## config.mk

```make
export PLATFORM = sky130hd
export DESIGN_NAME = pgc_top
export DESIGN_NICKNAME = d
export VERILOG_FILES = /design/src/hdl/pgc_pkg.sv /design/src/hdl/pgc_crc_step.sv /design/src/hdl/pgc_sat_cnt.sv /design/src/hdl/pgc_top.sv
export SDC_FILE = /design/constraint.sdc
export NUM_CORES = 1
export LEC_CHECK = 0
export BUFFER_PORTS_ARGS = -buffer_cell sky130_fd_sc_hd__buf_4
export CORE_ASPECT_RATIO = 1.25
export CORE_MARGIN = 5
export CORE_UTILIZATION = 46
export CTS_BUF_LIST = sky130_fd_sc_hd__clkbuf_16
export CTS_CLUSTER_DIAMETER = 40
export DETAILED_ROUTE_END_ITERATION = 7
export GPL_TIMING_DRIVEN = 0
export HOLD_SLACK_MARGIN = 0.05
export PLACE_DENSITY = 0.66
export SETUP_SLACK_MARGIN = 0.5
export SYNTH_ARGS = -nofsm -noshare
export SYNTH_HDL_FRONTEND = slang
export SYNTH_HIERARCHICAL = 1
export SYNTH_SLANG_ARGS = --single-unit
```

## constraint.sdc

```tcl
create_clock -name clk -period 3.9 [get_ports clk]
set_clock_uncertainty 0.1 [all_clocks]
set_input_delay 0 -clock clk [delete_from_list [all_inputs] [get_ports clk]]
set_output_delay 0 -clock clk [all_outputs]
set_load 0.02 [all_outputs]
```

## src/hdl/pgc_pkg.sv

```systemverilog
/*
 * pgc_pkg: register map, field positions, codes, carriers and states for
 * the packet generator and frame checker test block.
 * assumes: 16-bit registers, one aligned word per register index.
 */
package pgc_pkg;

    localparam int REG_W = 16;
    localparam int ADDR_W = 8;

    // register indices; byte address is four times the index
    localparam logic [7:0] IDX_GEN = 8'h10;
    localparam logic [7:0] IDX_CNT = 8'h11;
    localparam logic [7:0] IDX_CHK = 8'h12;
    localparam logic [7:0] IDX_IPG = 8'h13;
    localparam logic [7:0] IDX_GCR = 8'h14;
    localparam logic [ADDR_W-1:0] ADDR_GEN = {IDX_GEN[5:0], 2'b00};
    localparam logic [ADDR_W-1:0] ADDR_CNT = {IDX_CNT[5:0], 2'b00};
    localparam logic [ADDR_W-1:0] ADDR_CHK = {IDX_CHK[5:0], 2'b00};
    localparam logic [ADDR_W-1:0] ADDR_IPG = {IDX_IPG[5:0], 2'b00};
    localparam logic [ADDR_W-1:0] ADDR_GCR = {IDX_GCR[5:0], 2'b00};

    // packet_generator_control fields
    localparam int GEN_BURST_HI = 15;
    localparam int GEN_BURST_LO = 8;
    localparam int GEN_EN_HI = 7;
    localparam int GEN_EN_LO = 5;
    localparam int GEN_TRIG = 4;
    localparam int GEN_HOLD = 3;
    localparam int GEN_PAT = 2;
    localparam int GEN_LONG = 1;
    localparam int GEN_ERR = 0;
    // frame_checker_control fields
    localparam int CHK_CLR = 4;
    localparam int CHK_SEL_HI = 2;
    // interframe_gap_length and general_control_one fields
    localparam int IPG_HI = 7;
    localparam int GCR_RST = 15;
    localparam int GCR_MODE_HI = 2;

    localparam logic [7:0] IPG_RESET = 8'h0C;
    localparam logic [2:0] GCR_RSV_VAL = 3'h4;

    // path codes shared by generator enable and checker select
    localparam logic [2:0] PATH_OFF = 3'h0;
    localparam logic [2:0] PATH_CU = 3'h2;
    localparam logic [2:0] PATH_SG = 3'h4;
    localparam logic [2:0] PATH_RG = 3'h6;

    // topology codes
    localparam logic [2:0] MODE_RG_CU = 3'h0;
    localparam logic [2:0] MODE_SG_CU = 3'h1;
    localparam logic [2:0] MODE_RG_BX = 3'h2;
    localparam logic [2:0] MODE_RG_FX = 3'h3;
    localparam logic [2:0] MODE_RG_SG = 3'h4;
    localparam logic [2:0] MODE_UNSET = 3'h7;

    // frame geometry, lengths include the check sequence
    localparam logic [10:0] LEN_SHORT = 11'h040;
    localparam logic [10:0] LEN_LONG = 11'h5EE;
    localparam int FCS_BYTES = 4;
    localparam logic [1:0] FCS_LAST = 2'h3;

    localparam logic [31:0] CRC_INIT = 32'hFFFFFFFF;
    localparam logic [31:0] CRC_POLY = 32'hEDB88320;
    localparam logic [31:0] CRC_RESIDUE = 32'hDEBB20E3;
    localparam logic [7:0] PAT_A = 8'h5A;
    localparam logic [7:0] PAT_B = 8'hA5;
    localparam logic [15:0] LFSR_SEED = 16'hACE1;
    localparam logic [7:0] IDLE_BYTE = 8'h00;

    typedef struct packed {
        logic valid;
        logic last;
        logic [7:0] data;
    } pgc_rx_t;

    typedef struct packed {
        logic valid;
        logic err;
        logic last;
        logic [7:0] data;
    } pgc_tx_t;

    typedef enum logic [1:0] {
        G_IDLE = 2'b00,
        G_DATA = 2'b01,
        G_FCS = 2'b11,
        G_GAP = 2'b10
    } pgc_gen_st_t;

endpackage : pgc_pkg

```

## src/hdl/pgc_crc_step.sv

```systemverilog
/*
 * pgc_crc_step: one byte of reflected crc-32 update, combinational.
 * assumes: caller holds the running value and starts it at CRC_INIT.
 */
`timescale 1ns/1ps
module pgc_crc_step
    import pgc_pkg::*;
(
    input wire logic [31:0] crc_in,
    input wire logic [7:0] data,
    output logic [31:0] crc_out
);
    always_comb begin
        logic [31:0] c;
        c = crc_in ^ {24'h000000, data};
        for (int i = 0; i < 8; i++) begin
            c = c[0] ? ((c >> 1) ^ CRC_POLY) : (c >> 1);
        end
        crc_out = c;
    end
endmodule : pgc_crc_step

```

## src/hdl/pgc_sat_cnt.sv

```systemverilog
/*
 * pgc_sat_cnt: up counter that holds at all ones.
 * assumes: clr and inc come from logic on clk.
 */
`timescale 1ns/1ps
module pgc_sat_cnt
    import pgc_pkg::*;
#(
    parameter int W = 8
)
(
    input wire logic clk,
    input wire logic nrst,
    input wire logic clr,
    input wire logic inc,
    output logic [W-1:0] cnt
);
    logic [W-1:0] cnt_reg;
    wire logic at_max = &cnt_reg;
    wire logic [W-1:0] cnt_next = clr ? {{(W-1){1'b0}}, inc} :
        ((inc && !at_max) ? W'(cnt_reg + 1'b1) : cnt_reg);

    always_ff @(posedge clk or negedge nrst) begin
        if (!nrst) begin
            cnt_reg <= '0;
        end else begin
            cnt_reg <= cnt_next;
        end
    end
    assign cnt = cnt_reg;
endmodule : pgc_sat_cnt

```

## src/hdl/pgc_top.sv

```systemverilog
/*
 * pgc_top: packet generator, received frame checker with counters,
 * interframe gap and general control with software reset and topology.
 * assumes: register port and data streams are synchronous to clk.
 */
// Notes on behaviour
// - errored option sends bad check sequence plus symbol error flag
// - frame count in upper byte, saturates at 0xFF
// - check sequence error count in lower byte, saturates at 0xFF
// - writing one to counter reset clears counters, bit self-clears
// - checker select picks copper, sgmii or rgmii; others reserved
// - checker select zero disables and resets the checker
// - idle gap between frames is gap field plus one bytes
// - software reset bit resets the main state machines
// - software reset bit returns to zero when reset is done
// - software reset acts at once on generator and checker
// - three bit topology select encodes five system media pairings
// - new topology takes effect only at a software reset
// - topology reset value depends on product variant
// - generator enable picks output path, zero is normal operation
// - burst zero runs continuously, otherwise sends that many frames
// - trigger reads one when done; zero written then restarts
// - without hold bit, enable field clears after the burst
`timescale 1ns/1ps
module pgc_top
    import pgc_pkg::*;
#(
    parameter logic [2:0] MODE_RESET = MODE_RG_CU
)
(
    input wire logic clk,
    input wire logic nrst,
    input wire logic [ADDR_W-1:0] reg_addr,
    input wire logic [REG_W-1:0] reg_wdata,
    input wire logic reg_wr,
    input wire logic reg_rd,
    output logic [REG_W-1:0] reg_rdata,
    input wire pgc_rx_t rx_cu,
    input wire pgc_rx_t rx_sg,
    input wire pgc_rx_t rx_rg,
    output pgc_tx_t tx_out,
    output logic [2:0] tx_path,
    output logic [2:0] mode_active,
    output logic sm_reset
);

    ////////////////////////////////////////////////////////////////////
    // register state

    logic [7:0] burst_reg;
    logic [2:0] gen_en_reg;
    logic done_reg;
    logic hold_reg;
    logic pat_reg;
    logic long_reg;
    logic err_reg;
    logic [2:0] chk_sel_reg;
    logic cnt_clr_reg;
    logic [7:0] ipg_reg;
    logic [2:0] mode_reg;
    logic [2:0] mode_act_reg;
    logic swrst_reg;
    logic [REG_W-1:0] rdata_reg;

    ////////////////////////////////////////////////////////////////////
    // generator state

    pgc_gen_st_t st_reg;
    pgc_gen_st_t st_next;
    logic [10:0] byte_cnt_reg;
    logic [10:0] byte_cnt_next;
    logic [1:0] fcs_idx_reg;
    logic [1:0] fcs_idx_next;
    logic [7:0] gap_cnt_reg;
    logic [7:0] gap_cnt_next;
    logic [7:0] left_reg;
    logic [7:0] left_next;
    logic [15:0] lfsr_reg;
    logic [15:0] lfsr_next;
    logic tgl_reg;
    logic tgl_next;
    logic [31:0] gcrc_reg;
    logic [31:0] gcrc_next;
    logic [31:0] gcrc_step;
    pgc_tx_t tx_reg;
    pgc_tx_t tx_next;
    logic [2:0] tx_path_reg;
    logic burst_end;

    ////////////////////////////////////////////////////////////////////
    // checker state

    logic [31:0] ccrc_reg;
    logic [31:0] ccrc_step;
    logic [7:0] pkt_cnt;
    logic [7:0] bad_cnt;

    ////////////////////////////////////////////////////////////////////
    // register decode

    wire logic wr_gen = reg_wr && (reg_addr == ADDR_GEN);
    wire logic wr_chk = reg_wr && (reg_addr == ADDR_CHK);
    wire logic wr_ipg = reg_wr && (reg_addr == ADDR_IPG);
    wire logic wr_gcr = reg_wr && (reg_addr == ADDR_GCR);
    wire logic [2:0] wr_en_field = reg_wdata[GEN_EN_HI:GEN_EN_LO];

    // restart on zero written while done
    wire logic trig_restart = wr_gen && !reg_wdata[GEN_TRIG] &&
        done_reg;
    wire logic en_start = wr_gen && (gen_en_reg == PATH_OFF) &&
        (wr_en_field != PATH_OFF);

    // burst end sets done even when cleared in the same cycle
    wire logic done_next = burst_end ? 1'b1 :
        ((trig_restart || en_start) ? 1'b0 : done_reg);
    wire logic [2:0] gen_en_next = wr_gen ? wr_en_field :
        ((burst_end && !hold_reg) ? PATH_OFF : gen_en_reg);

    wire logic swrst_next = wr_gcr && reg_wdata[GCR_RST];
    wire logic [2:0] mode_act_next = swrst_reg ? mode_reg :
        mode_act_reg;

    ////////////////////////////////////////////////////////////////////
    // read mux

    wire logic [REG_W-1:0] rd_gen = {burst_reg, gen_en_reg, done_reg,
        hold_reg, pat_reg, long_reg, err_reg};
    wire logic [REG_W-1:0] rd_cnt = {pkt_cnt, bad_cnt};
    wire logic [REG_W-1:0] rd_chk = {11'h000, cnt_clr_reg, 1'b0,
        chk_sel_reg};
    wire logic [REG_W-1:0] rd_ipg = {8'h00, ipg_reg};
    wire logic [REG_W-1:0] rd_gcr = {swrst_reg, 5'h00, GCR_RSV_VAL,
        4'h0, mode_reg};
    wire logic [REG_W-1:0] rd_val =
        (reg_addr == ADDR_GEN) ? rd_gen :
        (reg_addr == ADDR_CNT) ? rd_cnt :
        (reg_addr == ADDR_CHK) ? rd_chk :
        (reg_addr == ADDR_IPG) ? rd_ipg :
        (reg_addr == ADDR_GCR) ? rd_gcr : '0;
    wire logic [REG_W-1:0] rdata_next = reg_rd ? rd_val : '0;

    ////////////////////////////////////////////////////////////////////
    // register flops

    always_ff @(posedge clk or negedge nrst) begin
        if (!nrst) begin
            burst_reg <= '0;
            gen_en_reg <= PATH_OFF;
            done_reg <= 1'b0;
            hold_reg <= 1'b0;
            pat_reg <= 1'b0;
            long_reg <= 1'b0;
            err_reg <= 1'b0;
        end else begin
            if (wr_gen) begin
                burst_reg <= reg_wdata[GEN_BURST_HI:GEN_BURST_LO];
                hold_reg <= reg_wdata[GEN_HOLD];
                pat_reg <= reg_wdata[GEN_PAT];
                long_reg <= reg_wdata[GEN_LONG];
                err_reg <= reg_wdata[GEN_ERR];
            end
            gen_en_reg <= gen_en_next;
            done_reg <= done_next;
        end
    end

    always_ff @(posedge clk or negedge nrst) begin
        if (!nrst) begin
            chk_sel_reg <= PATH_OFF;
            cnt_clr_reg <= 1'b0;
            ipg_reg <= IPG_RESET;
        end else begin
            if (wr_chk) begin
                chk_sel_reg <= reg_wdata[CHK_SEL_HI:0];
            end
            cnt_clr_reg <= wr_chk && reg_wdata[CHK_CLR];
            if (wr_ipg) begin
                ipg_reg <= reg_wdata[IPG_HI:0];
            end
        end
    end

    always_ff @(posedge clk or negedge nrst) begin
        if (!nrst) begin
            mode_reg <= MODE_RESET;
            mode_act_reg <= MODE_RESET;
            swrst_reg <= 1'b0;
            rdata_reg <= '0;
        end else begin
            if (wr_gcr) begin
                mode_reg <= reg_wdata[GCR_MODE_HI:0];
            end
            mode_act_reg <= mode_act_next;
            swrst_reg <= swrst_next;
            rdata_reg <= rdata_next;
        end
    end

    ////////////////////////////////////////////////////////////////////
    // generator

    wire logic gen_path_ok = (gen_en_reg == PATH_CU) ||
        (gen_en_reg == PATH_SG) || (gen_en_reg == PATH_RG);
    wire logic [10:0] data_last = long_reg ?
        11'(LEN_LONG - FCS_BYTES - 1) : 11'(LEN_SHORT - FCS_BYTES - 1);
    wire logic [7:0] pay_byte = pat_reg ? (tgl_reg ? PAT_B : PAT_A) :
        lfsr_reg[7:0];
    // errored frames skip the final inversion
    wire logic [7:0] fcs_byte = err_reg ? gcrc_reg[7:0] :
        ~gcrc_reg[7:0];
    wire logic more = (burst_reg == 8'h00) || (left_reg != 8'h01);

    pgc_crc_step u_gen_crc (
        .crc_in(gcrc_reg),
        .data(pay_byte),
        .crc_out(gcrc_step)
    );

    always_comb begin
        st_next = st_reg;
        byte_cnt_next = byte_cnt_reg;
        fcs_idx_next = fcs_idx_reg;
        gap_cnt_next = gap_cnt_reg;
        left_next = left_reg;
        lfsr_next = lfsr_reg;
        tgl_next = tgl_reg;
        gcrc_next = gcrc_reg;
        tx_next = '{valid: 1'b0, err: 1'b0, last: 1'b0, data: IDLE_BYTE};
        burst_end = 1'b0;
        case (st_reg)
            G_IDLE: begin
                if (gen_path_ok && !done_reg) begin
                    st_next = G_DATA;
                    byte_cnt_next = '0;
                    left_next = burst_reg;
                    gcrc_next = CRC_INIT;
                end
            end
            G_DATA: begin
                tx_next = '{valid: 1'b1, err: 1'b0, last: 1'b0,
                    data: pay_byte};
                gcrc_next = gcrc_step;
                tgl_next = !tgl_reg;
                lfsr_next = {lfsr_reg[14:0], lfsr_reg[15] ^ lfsr_reg[13] ^
                    lfsr_reg[12] ^ lfsr_reg[10]};
                byte_cnt_next = 11'(byte_cnt_reg + 1'b1);
                if (byte_cnt_reg == data_last) begin
                    st_next = G_FCS;
                    fcs_idx_next = '0;
                end
            end
            G_FCS: begin
                tx_next = '{valid: 1'b1,
                    err: err_reg && (fcs_idx_reg == 2'h0),
                    last: fcs_idx_reg == FCS_LAST,
                    data: fcs_byte};
                gcrc_next = {8'h00, gcrc_reg[31:8]};
                fcs_idx_next = 2'(fcs_idx_reg + 1'b1);
                if (fcs_idx_reg == FCS_LAST) begin
                    st_next = G_GAP;
                    gap_cnt_next = ipg_reg;
                end
            end
            G_GAP: begin
                gap_cnt_next = 8'(gap_cnt_reg - 1'b1);
                if (gap_cnt_reg == 8'h00) begin
                    if (more) begin
                        st_next = G_DATA;
                        byte_cnt_next = '0;
                        gcrc_next = CRC_INIT;
                        if (burst_reg != 8'h00) begin
                            left_next = 8'(left_reg - 1'b1);
                        end
                    end else begin
                        st_next = G_IDLE;
                        burst_end = 1'b1;
                    end
                end
            end
            default: begin
                st_next = G_IDLE;
            end
        endcase
        if (!gen_path_ok && (st_reg != G_IDLE)) begin
            st_next = G_IDLE;
            burst_end = 1'b0;
        end
    end

    // soft reset idles the generator, keeps settings
    always_ff @(posedge clk or negedge nrst) begin
        if (!nrst) begin
            st_reg <= G_IDLE;
            tx_reg <= '0;
            tx_path_reg <= PATH_OFF;
        end else if (swrst_reg) begin
            st_reg <= G_IDLE;
            tx_reg <= '0;
            tx_path_reg <= gen_en_reg;
        end else begin
            st_reg <= st_next;
            tx_reg <= tx_next;
            tx_path_reg <= gen_en_reg;
        end
    end

    always_ff @(posedge clk or negedge nrst) begin
        if (!nrst) begin
            byte_cnt_reg <= '0;
            fcs_idx_reg <= '0;
            gap_cnt_reg <= '0;
            left_reg <= '0;
            lfsr_reg <= LFSR_SEED;
            tgl_reg <= 1'b0;
            gcrc_reg <= CRC_INIT;
        end else begin
            byte_cnt_reg <= byte_cnt_next;
            fcs_idx_reg <= fcs_idx_next;
            gap_cnt_reg <= gap_cnt_next;
            left_reg <= left_next;
            lfsr_reg <= lfsr_next;
            tgl_reg <= tgl_next;
            gcrc_reg <= gcrc_next;
        end
    end

    ////////////////////////////////////////////////////////////////////
    // checker

    wire pgc_rx_t rx_sel = (chk_sel_reg == PATH_CU) ? rx_cu :
        (chk_sel_reg == PATH_SG) ? rx_sg :
        (chk_sel_reg == PATH_RG) ? rx_rg : '0;
    wire logic chk_off = chk_sel_reg == PATH_OFF;
    wire logic frame_end = rx_sel.valid && rx_sel.last && !swrst_reg;
    wire logic crc_bad = ccrc_step != CRC_RESIDUE;
    wire logic [31:0] ccrc_next = (chk_off || swrst_reg) ? CRC_INIT :
        (frame_end ? CRC_INIT :
        (rx_sel.valid ? ccrc_step : ccrc_reg));
    wire logic cnt_clr = cnt_clr_reg || chk_off;

    pgc_crc_step u_chk_crc (
        .crc_in(ccrc_reg),
        .data(rx_sel.data),
        .crc_out(ccrc_step)
    );

    always_ff @(posedge clk or negedge nrst) begin
        if (!nrst) begin
            ccrc_reg <= CRC_INIT;
        end else begin
            ccrc_reg <= ccrc_next;
        end
    end

    // counters ignore soft reset
    pgc_sat_cnt #(.W(8)) u_pkt_cnt (
        .clk(clk),
        .nrst(nrst),
        .clr(cnt_clr),
        .inc(frame_end),
        .cnt(pkt_cnt)
    );

    pgc_sat_cnt #(.W(8)) u_bad_cnt (
        .clk(clk),
        .nrst(nrst),
        .clr(cnt_clr),
        .inc(frame_end && crc_bad),
        .cnt(bad_cnt)
    );

    ////////////////////////////////////////////////////////////////////
    // outputs

    assign reg_rdata = rdata_reg;
    assign tx_out = tx_reg;
    assign tx_path = tx_path_reg;
    assign mode_active = mode_act_reg;
    assign sm_reset = swrst_reg;

endmodule : pgc_top

```

==> tab_implementation.tex, run 1 <==
\begin{tabular}{lr}
\hline
Metric & Value \\
\hline
\multicolumn{2}{l}{\textbf{Status}} \\
\quad Status & complete, no violations \\
\multicolumn{2}{l}{\textbf{Clock tree}} \\
\quad Clk slew on worst S/H paths & 0.08 ns \\
\quad Root Buffer Master & clkbuf\_16 \\
\quad Sink Count & 193 \\
\quad Depth of the CTS H-tree & 4 \\
\quad Total CTS buffers & 17 \\
\quad Clock latency on the worst-skew pair & 0.45 ns \\
\quad Clock tree from TritonCTS & yes \\
\quad Longest Clk Path Bufs & 2 \\
\multicolumn{2}{l}{\textbf{Synth}} \\
\quad Fraction of synthesis flops using an asynchronous set or reset pin & 100\% \\
\quad Net count after synthesis & 1094 \\
\quad Number of synthesized register bits & 193 \\
\quad Most common flop cell mapped by yosys & dfrtp\_1 \\
\quad Post-synthesis share of cell area spent on full adders, half adders and majority gates & 0.994\% \\
\quad Simple-gate portion of the synthesized area & 11.8\% \\
\quad Top cell type by total area after synthesis & dfrtp\_1 \\
\quad Cell area after synthesis & 11300 sq um \\
\quad Synth Area per Inst & 11.0 sq um \\
\quad Count leader, synth & dfrtp\_1 \\
\quad Cell types with the highest counts after synthesis & 119 x dfrtp\_1, 84 x nand2\_1, 83 x xnor2\_1, 74 x dfstp\_2 \\
\quad Post-synth EDFFs & 0 \\
\quad Number of instances in the synthesized netlist & 1027 \\
\quad Synthesized-area fraction occupied by xor and xnor cells & 16.2\% \\
\quad Complex-gate fraction of the synthesized area & 16.6\% \\
\quad Unique masters post-synth & 79 \\
\quad Share of synthesized area spent on multiplexers & 7.49\% \\
\quad Main combinational cell family by area after synthesis & compound AO/OA/AOI/OAI gates \\
\quad Sequential area share after synthesis & 43.4\% \\
\quad Most area-consuming cells after synthesis & dfrtp\_1 26\%, dfstp\_2 17\%, xnor2\_1 6.4\%, mux2\_2 4.0\%, mux2i\_1 2.9\% \\
\quad Warnings from Yosys & 6 \\
\quad Top-area cell type share of the netlist area & 26.3\% \\
\multicolumn{2}{l}{\textbf{Route}} \\
\quad Ratio of routed vias to standard cells & 5.50 \\
\quad First-pass iteration count of the detailed router & 4 \\
\quad Wirelength per Cell & 18.7 microns \\
\quad Final ANT Viol Nets & 0 \\
\quad Count of vias placed by the detailed router & 8584 \\
\quad Number of design rule violations left after detail routing & 0 \\
\quad Initial drt markers & 421 \\
\quad Total Routed Length & 29.2 mm \\
\multicolumn{2}{l}{\textbf{Placement}} \\
\quad Final estimated routing congestion in global placement & 0.854 \\
\quad Number of input and output port buffers inserted & 90 \\
\quad Post-detailed-placement half-perimeter wirelength & 19.6 mm \\
\quad Number of instances in the placed design & 1448 \\
\multicolumn{2}{l}{\textbf{Global route}} \\
\quad Pin count of the biggest net entering global routing & 105 \\
\quad Via count of the first global-routing pass & 8812 \\
\quad Global router's overall resource usage & 21.1\% \\
\quad Wire length of the first global-routing pass & 46.7 mm \\
\quad Initial antenna violation count & 0 \\
\quad Leftover overflow at the end of global routing & 0 \\
\multicolumn{2}{l}{\textbf{Worst setup path}} \\
\quad Number of buffers and inverters on the critical path & 4 \\
\quad Capturing element type of the critical path & register \\
\quad Cell breakdown of the critical path & clkbuf\_16 > mux2\_2 > a22oi\_2 > nor2\_2 > xnor2\_4 > xnor2\_2 > buf\_4 > xor2\_4 > xnor2\_2 > or4b\_4 > nor3\_4 > a21boi\_2 > clkbuf\_8 > buf\_12 > nand4\_1 > nor3\_2 > a211oi\_2 \\
\quad Highest cell delay on the worst timing path & 0.52 ns \\
\quad Slack of the worst reg-to-reg path & 0.07 ns \\
\quad Crit-path slowest cell & or4b\_4 \\
\quad Family with the most delay on the worst path & simple AND/OR/NAND/NOR gates \\
\quad CP dominant cell by count & xnor2\_2 \\
\quad Arrival time at the worst endpoint & 4.09 ns \\
\quad Maximum fanout count along the critical path & 5 \\
\quad Critical setup path kind & reg -> reg \\
\quad Sort of element at the start of the critical path & register \\
\quad Required time at the endpoint of the critical path & 4.17 ns \\
\multicolumn{2}{l}{\textbf{Timing}} \\
\quad Final Slew Violations & 0 \\
\quad Final number of hold-violating endpoints & 0 \\
\quad Maximum clock frequency & 261 MHz \\
\quad Final setup TNS & 0 ns \\
\quad \# setup viols final & 0 \\
\quad Slew at the pin closest to its max-slew limit & 0.802 ns \\
\quad Fin crit period & 3.83 ns \\
\quad RSZ-0062 raised after global routing & true \\
\quad Worst slew margin & 46.6\% \\
\quad Final worst-path cycle share & 98.1\% \\
\multicolumn{2}{l}{\textbf{Die}} \\
\quad Total core area & 24400 sq um \\
\quad Count of boundary I/O pins & 92 \\
\quad Die footprint & 27900 sq um \\
\quad Height of the die & 185 microns \\
\quad Core Rows & 64 \\
\quad Starting Density & 46.4\% \\
\quad Die boundary width & 150 microns \\
\multicolumn{2}{l}{\textbf{Job}} \\
\quad Max-cap violation count & 0 \\
\multicolumn{2}{l}{\textbf{Pwr}} \\
\quad Power per cell area & 616 nW/um\^{}2 \\
\quad Leakage component of the power & 5.75 nW \\
\quad Largest vdd supply drop & 0.000355 V \\
\multicolumn{2}{l}{\textbf{Layout}} \\
\quad Fraction of the core area covered by cells at the end of the flow & 58.4\% \\
\quad Layout cell share with drive strength beyond 1 & 34.6\% \\
\quad Post-route non-filler standard cell count & 1560 \\
\quad Antenna diodes & 0 \\
\quad Nets@finish & 1284 \\
\quad P\&R area growth vs syn & 25.8\% \\
\multicolumn{2}{l}{\textbf{Worst hold path}} \\
\quad Path class of the lowest-slack min-delay path & in -> async \\
\hline
\end{tabular}
==> power breakdown <==
group / internal (mW) / switching, mW
combinational: 2.13 / 2.24
sequential: 2.45 / 0.344
clock: 0.810 / 0.806
total: 5.38 / 3.39
==> area by class of cell <==
type / instances / area (sq um)
timing repair buffer: 171 / 1510
buffer: 57 / 323
tap: 330 / 413
fill: 2031 / 10200
clock buffer: 17 / 425
inverter: 29 / 109
clock inverter: 15 / 97.6
multi-input combinational: 748 / 6460
sequential: 193 / 4920
==> path summary, 6_finish.rpt <==
path / startpoint / end / cells after the start
min reg2reg: lfsr_reg[11]$_DFFE_PN1P_ / lfsr_reg[11]$_DFFE_PN1P_ / 2
max: chk_sel_reg[1]$_DFFE_PN0N_ / u_bad_cnt/cnt[4]$_DFFE_PN0P_ / 17
min: nrst / tx_out[6]$_DFF_PN0_ / 2
min in group clk: reg_addr[4] / reg_rdata[5]$_DFF_PN0_ / 5
max reg2reg: chk_sel_reg[1]$_DFFE_PN0N_ / u_bad_cnt/cnt[4]$_DFFE_PN0P_ / 17
max in group asynchronous: nrst / chk_sel_reg[1]$_DFFE_PN0N_ / 3
==> logic make-up (layout without fill, tap and decap cells) <==
kind of cell / count (synthesis) / after routing
flip-flops: 193 / 193
buffers and inverters: 86 / 289
multiplexers: 79 / 79
AND/OR/NAND/NOR: 263 / 263
AO/OA/AOI/OAI: 247 / 247
XOR/XNOR: 150 / 150
adder cells (fa/ha/maj): 9 / 9
==> placed cells by master, fill, tap and decap left out, drive strengths merged, types with 39 or more instances in the layout <==
cell,synthesis,final
dfrtp,119,119
dfstp,74,74
nor2,46,46
a21oi,39,39
buf,13,164
mux2,46,46
xor2,45,45
nand2,84,84
clkbuf,44,61
xnor2,101,101
o21ai,57,57
==> worst register-to-register path: stages, from the launching register on <==
cell and delay (ns):
dfrtp_2 0.44, clkbuf_16 0.17, mux2_2 0.34, a22oi_2 0.13
nor2_2 0.08, xnor2_4 0.31, xnor2_2 0.12, buf_4 0.17
xor2_4 0.18, xnor2_2 0.20, or4b_4 0.52, nor3_4 0.21
a21boi_2 0.09, clkbuf_8 0.17, buf_12 0.12, nand4_1 0.13
nor3_2 0.07, a211oi_2 0.18
==> per-stage QoR <==
step	setup slack (ns)	cell area [sq um]	total power, mW	hold slack (ns)
3_3_place_gp	-0.414	12500	6.86	0.120
5_1_grt	-0.0701	14300	9.30	0.138
6_report	0.0747	14300	8.78	0.0891
2_1_floorplan	0.322	11400	6.09	-0.396
3_5_place_dp	-0.510	12500	6.94	-0.0290
4_1_cts	0.186	13900	8.74	0.0807
==> repair_timing <==
item,in CTS,in global routing
gates cloned,1,0
setup buffers,42,17
endpoints found under the hold margin,137,0
hold buffers,20,0
resized for setup,58,25
setup endpoints to repair,8,8
pin swaps,29,32
==> metal layers <==
layer	share of wire [%]	up-vias	track usage (%)
li1	-	4061	-
met1	42	4283	26.5
met2	52	187	37.5
met3	3.3	53	3.14
met4	2.5	0	6.85
met5	0	-	0
No activity file was read; power rests on OpenSTA's default activity.
==> inputs of run 2 (changes only) <==
Settings changed: CTS_BUF_LIST sky130_fd_sc_hd__clkbuf_16 to sky130_fd_sc_hd__clkbuf_4 sky130_fd_sc_hd__clkbuf_8.
==> run 2 against run 1 <==
Against the previous run:
- die area stayed put
- sequential cell count unchanged
- total power decreased by 4.8%
- register-to-register slack is essentially flat
- clock power decreased by 24%
- combinational power down 0.9%
- global-route usage up 0.27 points
- final cell count rose by 0.13%
- clock-buffer cell count grew 4
- via count down 0.27%
- critical path depth is the same
==> tab_implementation.tex, run 2 (synthesis results as in run 1) <==
\begin{tabular}{lr}
\hline
Metric & Value \\
\hline
\multicolumn{2}{l}{\textbf{Status}} \\
\quad Status & complete, no violations (unchanged) \\
\multicolumn{2}{l}{\textbf{Route}} \\
\quad Ratio of routed vias to standard cells & 5.48 (was 5.50) \\
\quad Count of vias placed by the detailed router & 8561 (was 8584) \\
\quad Number of design rule violations left after detail routing & 0 (unchanged) \\
\quad Wirelength per Cell & 18.4 microns (was 18.7 microns) \\
\quad Final ANT Viol Nets & 0 (unchanged) \\
\quad Total Routed Length & 28.8 mm (was 29.2 mm) \\
\quad Initial drt markers & 393 (was 421) \\
\quad First-pass iteration count of the detailed router & 5 (was 4) \\
\multicolumn{2}{l}{\textbf{Worst setup path}} \\
\quad Maximum fanout count along the critical path & 6 (was 5) \\
\quad Start point of the critical path & chk\_sel\_reg[1]\$\_DFFE\_PN0N\_ (unchanged) \\
\quad Capturing element type of the critical path & register (unchanged) \\
\quad R2R cell count & 17 (unchanged) \\
\quad Arrival time at the worst endpoint & 4.07 ns (was 4.09 ns) \\
\quad Startpoint of the most critical register-to-register path & chk\_sel\_reg[1]\$\_DFFE\_PN0N\_ (unchanged) \\
\quad Sort of element at the start of the critical path & register (unchanged) \\
\quad Required time at the endpoint of the critical path & 4.15 ns (was 4.17 ns) \\
\quad Slack of the worst reg-to-reg path & 0.08 ns (was 0.07 ns) \\
\quad R2R Path End & u\_bad\_cnt/cnt[7]\$\_DFFE\_PN0P\_ (was u\_bad\_cnt/cnt[4]\$\_DFFE\_PN0P\_) \\
\quad Critical setup path kind & reg -> reg (unchanged) \\
\multicolumn{2}{l}{\textbf{Global route}} \\
\quad Initial antenna violation count & 0 (unchanged) \\
\quad Met1 usage in global routing & 26.8\% (was 26.5\%) \\
\quad Via count of the first global-routing pass & 8884 (was 8812) \\
\quad Global routing usage on met2 & 38.2\% (was 37.5\%) \\
\quad Met3 layer usage reported by global route & 2.87\% (was 3.14\%) \\
\quad Peak-usage layer in the global routing report & met2 (unchanged) \\
\quad Leftover overflow at the end of global routing & 0 (unchanged) \\
\quad Global router's overall resource usage & 21.4\% (was 21.1\%) \\
\quad Wire length of the first global-routing pass & 47.3 mm (was 46.7 mm) \\
\quad Pin count of the biggest net entering global routing & 105 (unchanged) \\
\multicolumn{2}{l}{\textbf{Layout}} \\
\quad Final standard cell area without fillers & 14000 sq um (was 14300 sq um) \\
\quad Antenna diodes & 0 (unchanged) \\
\quad FF+latch area & 4920 sq um (unchanged) \\
\quad Nets@finish & 1286 (was 1284) \\
\quad Most frequent standard cell in the layout excluding fill and tap cells & buf\_4 (unchanged) \\
\quad Fraction of the core area covered by cells at the end of the flow & 57.4\% (was 58.4\%) \\
\quad Commonest cells after routing, fill and taps aside & 130 x buf\_4, 118 x dfrtp\_1, 84 x nand2\_1 (unchanged) \\
\quad Layout cell share with drive strength beyond 1 & 33.8\% (was 34.6\%) \\
\quad P\&R area growth vs syn & 23.7\% (was 25.8\%) \\
\quad Area of combinational cells with multiple inputs & 6380 sq um (was 6460 sq um) \\
\quad Number of fill cells in the layout & 2064 (was 2031) \\
\multicolumn{2}{l}{\textbf{Clock tree}} \\
\quad Total CTS buffers & 17 (unchanged) \\
\quad Depth of the CTS H-tree & 4 (unchanged) \\
\quad Clock tree from TritonCTS & yes (unchanged) \\
\quad Longest Clk Path Bufs & 2 (unchanged) \\
\quad Clock latency on the worst-skew pair & 0.50 ns (was 0.45 ns) \\
\quad Clk slew on worst S/H paths & 0.10 ns (was 0.08 ns) \\
\quad Sink Count & 193 (unchanged) \\
\quad Root Buffer Master & clkbuf\_8 (was clkbuf\_16) \\
\multicolumn{2}{l}{\textbf{Pwr}} \\
\quad Largest vdd supply drop & 0.000302 V (was 0.000355 V) \\
\quad Leakage component of the power & 5.66 nW (was 5.75 nW) \\
\quad Power, Total & 8.35 mW (was 8.78 mW) \\
\quad Power per cell area & 596 nW/um\^{}2 (was 616 nW/um\^{}2) \\
\multicolumn{2}{l}{\textbf{Timing}} \\
\quad Maximum clock frequency & 262 MHz (was 261 MHz) \\
\quad \# setup viols final & 0 (unchanged) \\
\quad Slew at the pin closest to its max-slew limit & 0.811 ns (was 0.802 ns) \\
\quad Final number of hold-violating endpoints & 0 (unchanged) \\
\quad Final Slew Violations & 0 (unchanged) \\
\quad Fin crit period & 3.82 ns (was 3.83 ns) \\
\quad RSZ-0062 raised after global routing & true (unchanged) \\
\quad Worst slew margin & 45.9\% (was 46.6\%) \\
\quad Final worst-path cycle share & 97.9\% (was 98.1\%) \\
\multicolumn{2}{l}{\textbf{Worst hold path}} \\
\quad Origin of the worst min-delay path & reg\_addr[7] \\
\quad Path class of the lowest-slack min-delay path & in -> reg (was in -> async) \\
\quad Number of instances on the worst hold path & 5 \\
\quad Hold-critical path endpoint & reg\_rdata[5]\$\_DFF\_PN0\_ \\
\multicolumn{2}{l}{\textbf{Die}} \\
\quad Core Rows & 64 (unchanged) \\
\quad Total core area & 24400 sq um (unchanged) \\
\quad Count of boundary I/O pins & 92 (unchanged) \\
\quad Height of the die & 185 microns (unchanged) \\
\quad Die footprint & 27900 sq um (unchanged) \\
\quad Die boundary width & 150 microns (unchanged) \\
\quad Starting Density & 46.4\% (unchanged) \\
\multicolumn{2}{l}{\textbf{Placement}} \\
\quad Post-detailed-placement half-perimeter wirelength & 19.6 mm (unchanged) \\
\quad Final estimated routing congestion in global placement & 0.854 (unchanged) \\
\quad Total placed instance area & 12500 sq um (unchanged) \\
\quad Number of input and output port buffers inserted & 90 (unchanged) \\
\multicolumn{2}{l}{\textbf{Job}} \\
\quad Max-cap violation count & 0 (unchanged) \\
\hline
\end{tabular}
==> run 2: changes by cell type in the layout (fill, tap and decap cells not counted), moves of 2 or more <==
cell	previous run	this run
clkbuf_8	1	20
clkbuf_16	18	1
dlygate4sd3_1	20	25
clkbuf_4	1	4
inv_1	30	27
nor2_1	38	41
xnor2_1	68	71
xnor2_4	18	15
a22oi_1	10	12
a22oi_2	7	5
buf_6	14	12
nor2_2	6	4
==> run 2: where the power goes <==
group	internal, mW	switching (mW)
logic	2.11	2.23
registers	2.44	0.344
clock network	0.483	0.749
total	5.03	3.32
==> run 2: routing by layer <==
metal	vias up	routed length, microns
li1	4063	-
met1	4282	12100
met2	177	15200
met3	39	988
met4	0	567
met5	-	0
==> run 2: layout make-up <==
type,instances,share of cell area (%)
multi-input combinational,748,45.5
clock buffer,21,1.93
tap,330,2.95
timing repair buffer,173,10.8
buffer,57,2.30
inverter,29,0.777
clock inverter,11,0.589
sequential,193,35.1
==> run 2: metrics by stage <==
step	hold WS (ns)	setup TNS, ns	setup slack [ns]	instances
after detailed placement	-0.0290	-3.10	-0.510	1448
final	0.0850	0	0.0814	1562
after global placement	0.120	-2.41	-0.414	1447
after global routing	0.112	-0.310	-0.0788	1562
after floorplan	-0.396	0	0.322	1027
after CTS	0.0546	0	0.173	1555
==> run 2: how the worst max path moves through the flow <==
| stage | to | cells after the start |
|---|---|---|
| after detailed placement | u_bad_cnt/cnt[7]$_DFFE_PN0P_ | 15 |
| after global placement | u_bad_cnt/cnt[5]$_DFFE_PN0P_ | 15 |
| after CTS | u_bad_cnt/cnt[7]$_DFFE_PN0P_ | 17 |
| final | u_bad_cnt/cnt[7]$_DFFE_PN0P_ | 17 |
| after global routing | u_bad_cnt/cnt[4]$_DFFE_PN0P_ | 18 |
| after floorplan | u_bad_cnt/cnt[5]$_DFFE_PN0P_ | 15 |
==> run 2: repair_timing <==
| item | in CTS | in global routing |
|---|---|---|
| resized for setup | 49 | 19 |
| pin swaps | 25 | 21 |
| endpoints found under the setup margin | 8 | 8 |
| endpoints found under the hold margin | 176 | 0 |
| buffers inserted | 48 | 7 |
| hold buffers | 26 | 0 |
| gates cloned | 1 | 0 |
==> run 2: critical path: stages (launching register included) <==
cell and delay, ns:
dfrtp_2 0.46, clkbuf_16 0.17, mux2_4 0.30, a22oi_2 0.20, nor2_4 0.08, xnor2_4 0.17, buf_6 0.15, buf_6 0.11
xor2_4 0.30, xnor2_2 0.14, xnor2_2 0.18, nand4b_1 0.25, nor4_4 0.36, a21boi_2 0.11, clkbuf_8 0.17, and4_1 0.23
a21oi_2 0.13, a311oi_1 0.05
==> inputs of run 3 (changes only) <==
Settings changed: CELL_PAD_IN_SITES_DETAIL_PLACEMENT set to 0, CELL_PAD_IN_SITES_GLOBAL_PLACEMENT set to 1, CORE_UTILIZATION 46 to 45, PLACE_DENSITY 0.66 to not set, PLACE_DENSITY_LB_ADDON set to 0.1.
==> run 3 against run 2 <==
Against the previous run:
- sequential cell count unchanged
- core utilization down 1.1 points
- clock power up 5%
- via count down 1.6%
- total power up 0.87%
- combinational power about the same
- hold slack better by 0.037 ns
- routed wire length up 4.9%
- final area up 0.68%
==> tab_implementation.tex, run 3 (synthesis results as in run 1) <==
\begin{tabular}{lr}
\hline
Metric & Value \\
\hline
\multicolumn{2}{l}{\textbf{Timing}} \\
\quad \# setup viols final & 0 (unchanged) \\
\quad Slew at the pin closest to its max-slew limit & 0.815 ns (was 0.811 ns) \\
\quad Worst slew margin & 45.5\% (was 45.9\%) \\
\quad RSZ-0062 raised after global routing & true (unchanged) \\
\quad Final worst-path cycle share & 97.8\% (was 97.9\%) \\
\quad Final setup TNS & 0 ns (unchanged) \\
\quad Final number of hold-violating endpoints & 0 (unchanged) \\
\quad Maximum clock frequency & 262 MHz (about the same) \\
\quad Final Slew Violations & 0 (unchanged) \\
\quad Fin crit period & 3.82 ns (about the same) \\
\multicolumn{2}{l}{\textbf{Global route}} \\
\quad Wire length of the first global-routing pass & 49.4 mm (was 47.3 mm) \\
\quad Global router's overall resource usage & 21.4\% (about the same) \\
\quad Met1 usage in global routing & 27.8\% (was 26.8\%) \\
\quad Pin count of the biggest net entering global routing & 105 (unchanged) \\
\quad Met3 layer usage reported by global route & 3.38\% (was 2.87\%) \\
\quad Initial antenna violation count & 0 (unchanged) \\
\quad Peak-usage layer in the global routing report & met2 (unchanged) \\
\quad Global routing usage on met2 & 37.3\% (was 38.2\%) \\
\quad Via count of the first global-routing pass & 9017 (was 8884) \\
\quad Leftover overflow at the end of global routing & 0 (unchanged) \\
\multicolumn{2}{l}{\textbf{Route}} \\
\quad Ratio of routed vias to standard cells & 5.39 (was 5.48) \\
\quad Final ANT Viol Nets & 0 (unchanged) \\
\quad Number of design rule violations left after detail routing & 0 (unchanged) \\
\quad Count of vias placed by the detailed router & 8425 (was 8561) \\
\quad Wirelength per Cell & 19.3 microns (was 18.4 microns) \\
\quad First-pass iteration count of the detailed router & 5 (unchanged) \\
\quad Total Routed Length & 30.2 mm (was 28.8 mm) \\
\quad Initial drt markers & 409 (was 393) \\
\multicolumn{2}{l}{\textbf{Placement}} \\
\quad Number of input and output port buffers inserted & 90 (unchanged) \\
\quad Final estimated routing congestion in global placement & 0.816 (was 0.854) \\
\quad Post-detailed-placement half-perimeter wirelength & 21.0 mm (was 19.6 mm) \\
\multicolumn{2}{l}{\textbf{Worst setup path}} \\
\quad Arrival time at the worst endpoint & 4.08 ns (was 4.07 ns) \\
\quad Highest cell delay on the worst timing path & 0.44 ns (was 0.46 ns) \\
\quad Critical setup path kind & reg -> reg (unchanged) \\
\quad Maximum fanout count along the critical path & 6 (unchanged) \\
\quad Cell breakdown of the critical path & clkbuf\_16 > buf\_6 > mux2\_4 > a22oi\_2 > nor2\_4 > xor2\_4 > buf\_4 > buf\_4 > xor2\_1 > xnor2\_1 > nor4b\_2 > nand2\_1 > nor3\_4 > a21boi\_2 > clkbuf\_8 > nand3\_2 > a211oi\_2 > mux2\_1 (was clkbuf\_16 > mux2\_4 > a22oi\_2 > nor2\_4 > xnor2\_4 > buf\_6 > buf\_6 > xor2\_4 > xnor2\_2 > xnor2\_2 > nand4b\_1 > nor4\_4 > a21boi\_2 > clkbuf\_8 > and4\_1 > a21oi\_2 > a311oi\_1) \\
\quad Crit-path slowest cell & dfrtp\_2 (unchanged) \\
\quad Capturing element type of the critical path & register (unchanged) \\
\quad Required time at the endpoint of the critical path & 4.17 ns (was 4.15 ns) \\
\quad Family with the most delay on the worst path & buffers and inverters (was simple AND/OR/NAND/NOR gates) \\
\quad Sort of element at the start of the critical path & register (unchanged) \\
\quad CP dominant cell by count & buf\_4 \\
\quad Number of buffers and inverters on the critical path & 5 (was 4) \\
\multicolumn{2}{l}{\textbf{Layout}} \\
\quad P\&R area growth vs syn & 24.5\% (was 23.7\%) \\
\quad Layout cell share with drive strength beyond 1 & 34.0\% (was 33.8\%) \\
\quad Most frequent standard cell in the layout excluding fill and tap cells & buf\_4 (unchanged) \\
\quad FF+latch area & 4920 sq um (unchanged) \\
\quad Number of fill cells in the layout & 2229 (was 2064) \\
\quad Commonest cells after routing, fill and taps aside & 125 x buf\_4, 118 x dfrtp\_1, 84 x nand2\_1 (was 130 x buf\_4, 118 x dfrtp\_1, 84 x nand2\_1) \\
\quad Area of combinational cells with multiple inputs & 6460 sq um (was 6380 sq um) \\
\quad Nets@finish & 1282 (was 1286) \\
\quad Antenna diodes & 0 (unchanged) \\
\quad Fraction of the core area covered by cells at the end of the flow & 56.3\% (was 57.4\%) \\
\multicolumn{2}{l}{\textbf{Clock tree}} \\
\quad Clock latency on the worst-skew pair & 0.49 ns (was 0.50 ns) \\
\quad Root Buffer Master & clkbuf\_8 (unchanged) \\
\quad Longest Clk Path Bufs & 2 (unchanged) \\
\quad Clk slew on worst S/H paths & 0.10 ns (about the same) \\
\quad Clock tree from TritonCTS & yes (unchanged) \\
\quad Total CTS buffers & 17 (unchanged) \\
\quad Depth of the CTS H-tree & 4 (unchanged) \\
\quad Sink Count & 193 (unchanged) \\
\multicolumn{2}{l}{\textbf{Die}} \\
\quad Core Rows & 65 (was 64) \\
\quad Die boundary width & 152 microns (was 150 microns) \\
\quad Height of the die & 187 microns (was 185 microns) \\
\quad Count of boundary I/O pins & 92 (unchanged) \\
\quad Starting Density & 45.2\% (was 46.4\%) \\
\quad Total core area & 25000 sq um (was 24400 sq um) \\
\quad Die footprint & 28500 sq um (was 27900 sq um) \\
\multicolumn{2}{l}{\textbf{Pwr}} \\
\quad Largest vdd supply drop & 0.000334 V (was 0.000302 V) \\
\quad Leakage component of the power & 5.69 nW (was 5.66 nW) \\
\quad Power per cell area & 597 nW/um\^{}2 (was 596 nW/um\^{}2) \\
\multicolumn{2}{l}{\textbf{Job}} \\
\quad Max-cap violation count & 0 (unchanged) \\
\multicolumn{2}{l}{\textbf{Status}} \\
\quad Status & complete, no violations (unchanged) \\
\multicolumn{2}{l}{\textbf{Worst hold path}} \\
\quad Path class of the lowest-slack min-delay path & in -> reg (unchanged) \\
\hline
\end{tabular}
-- run 3: cell count changes in the layout (fill, tap and decap cells not counted), sizes merged --
cell	before	now
clkinvlp	5	0
inv	32	36
clkbuf	66	63
clkinv	3	6
buf	160	158
dlygate4sd3	25	24
-- run 3: layout make-up --
type	instances	share of cell area [%]
clock inverter	13	0.887
timing repair buffer	169	10.6
tap	335	2.97
inverter	29	0.789
clock buffer	19	1.81
sequential	193	34.9
multi-input combinational	748	45.8
buffer	57	2.33
-- run 3: stage by stage --
stage / total power, mW / instances / worst slack, ns / cell area (sq um) / hold slack (ns)
3_5_place_dp: 6.94 / 1453 / -0.456 / 12500 / -0.0380
3_3_place_gp: 6.90 / 1452 / -0.494 / 12500 / 0.115
2_1_floorplan: 6.09 / 1027 / 0.322 / 11400 / -0.396
4_1_cts: 8.45 / 1553 / 0.106 / 13900 / 0.0723
5_1_grt: 9.01 / 1563 / -0.0321 / 14100 / 0.119
6_report: 8.43 / 1563 / 0.0848 / 14100 / 0.122
-- run 3: what timing repair did --
action | CTS | global route
hold buffers | 25 | 0
cloned | 1 | 0
setup buffers | 42 | 10
endpoints found under the hold margin | 222 | 0
resized for setup | 60 | 30
endpoints found under the setup margin | 8 | 8
pin swaps | 37 | 32
-- run 3: path summary, 6_finish.rpt --
kind,startpoint,to,slack [ns],cells past startpoint
setup reg to reg,chk_sel_reg[1]$_DFFE_PN0N_,u_bad_cnt/cnt[5]$_DFFE_PN0P_,0.08,18
min in group asynchronous,nrst,fcs_idx_reg[1]$_DFFE_PN0P_,0.51,3
hold reg to reg,lfsr_reg[11]$_DFFE_PN1P_,lfsr_reg[11]$_DFFE_PN1P_,0.37,2
max in group asynchronous,nrst,chk_sel_reg[1]$_DFFE_PN0N_,2.26,4
hold / removal,reg_addr[5],reg_rdata[2]$_DFF_PN0_,0.12,5
setup / recovery,chk_sel_reg[1]$_DFFE_PN0N_,u_bad_cnt/cnt[5]$_DFFE_PN0P_,0.08,18
-- run 3: per-layer routing --
layer / up-vias / part of all wire [%]
li1: 4049 / -
met1: 4207 / 44
met2: 133 / 52
met3: 36 / 2.6
met4: 0 / 1.7
met5: - / 0
-- run 3: tightest hold or removal path, delay by kind of cell --
| family | cells | cell delay, ns |
|---|---|---|
| and+or+nand+nor | 1 | 0.24 |
| buffers and inverters | 2 | 0.13 |
| AOI/OAI and AO/OA | 2 | 0.29 |
-- run 3: report_power, final --
part	internal, mW	leakage [nW]	switching (mW)
Combinational	2.11	3.08	2.23
Clock	0.495	0.199	0.792
Sequential	2.44	2.41	0.353
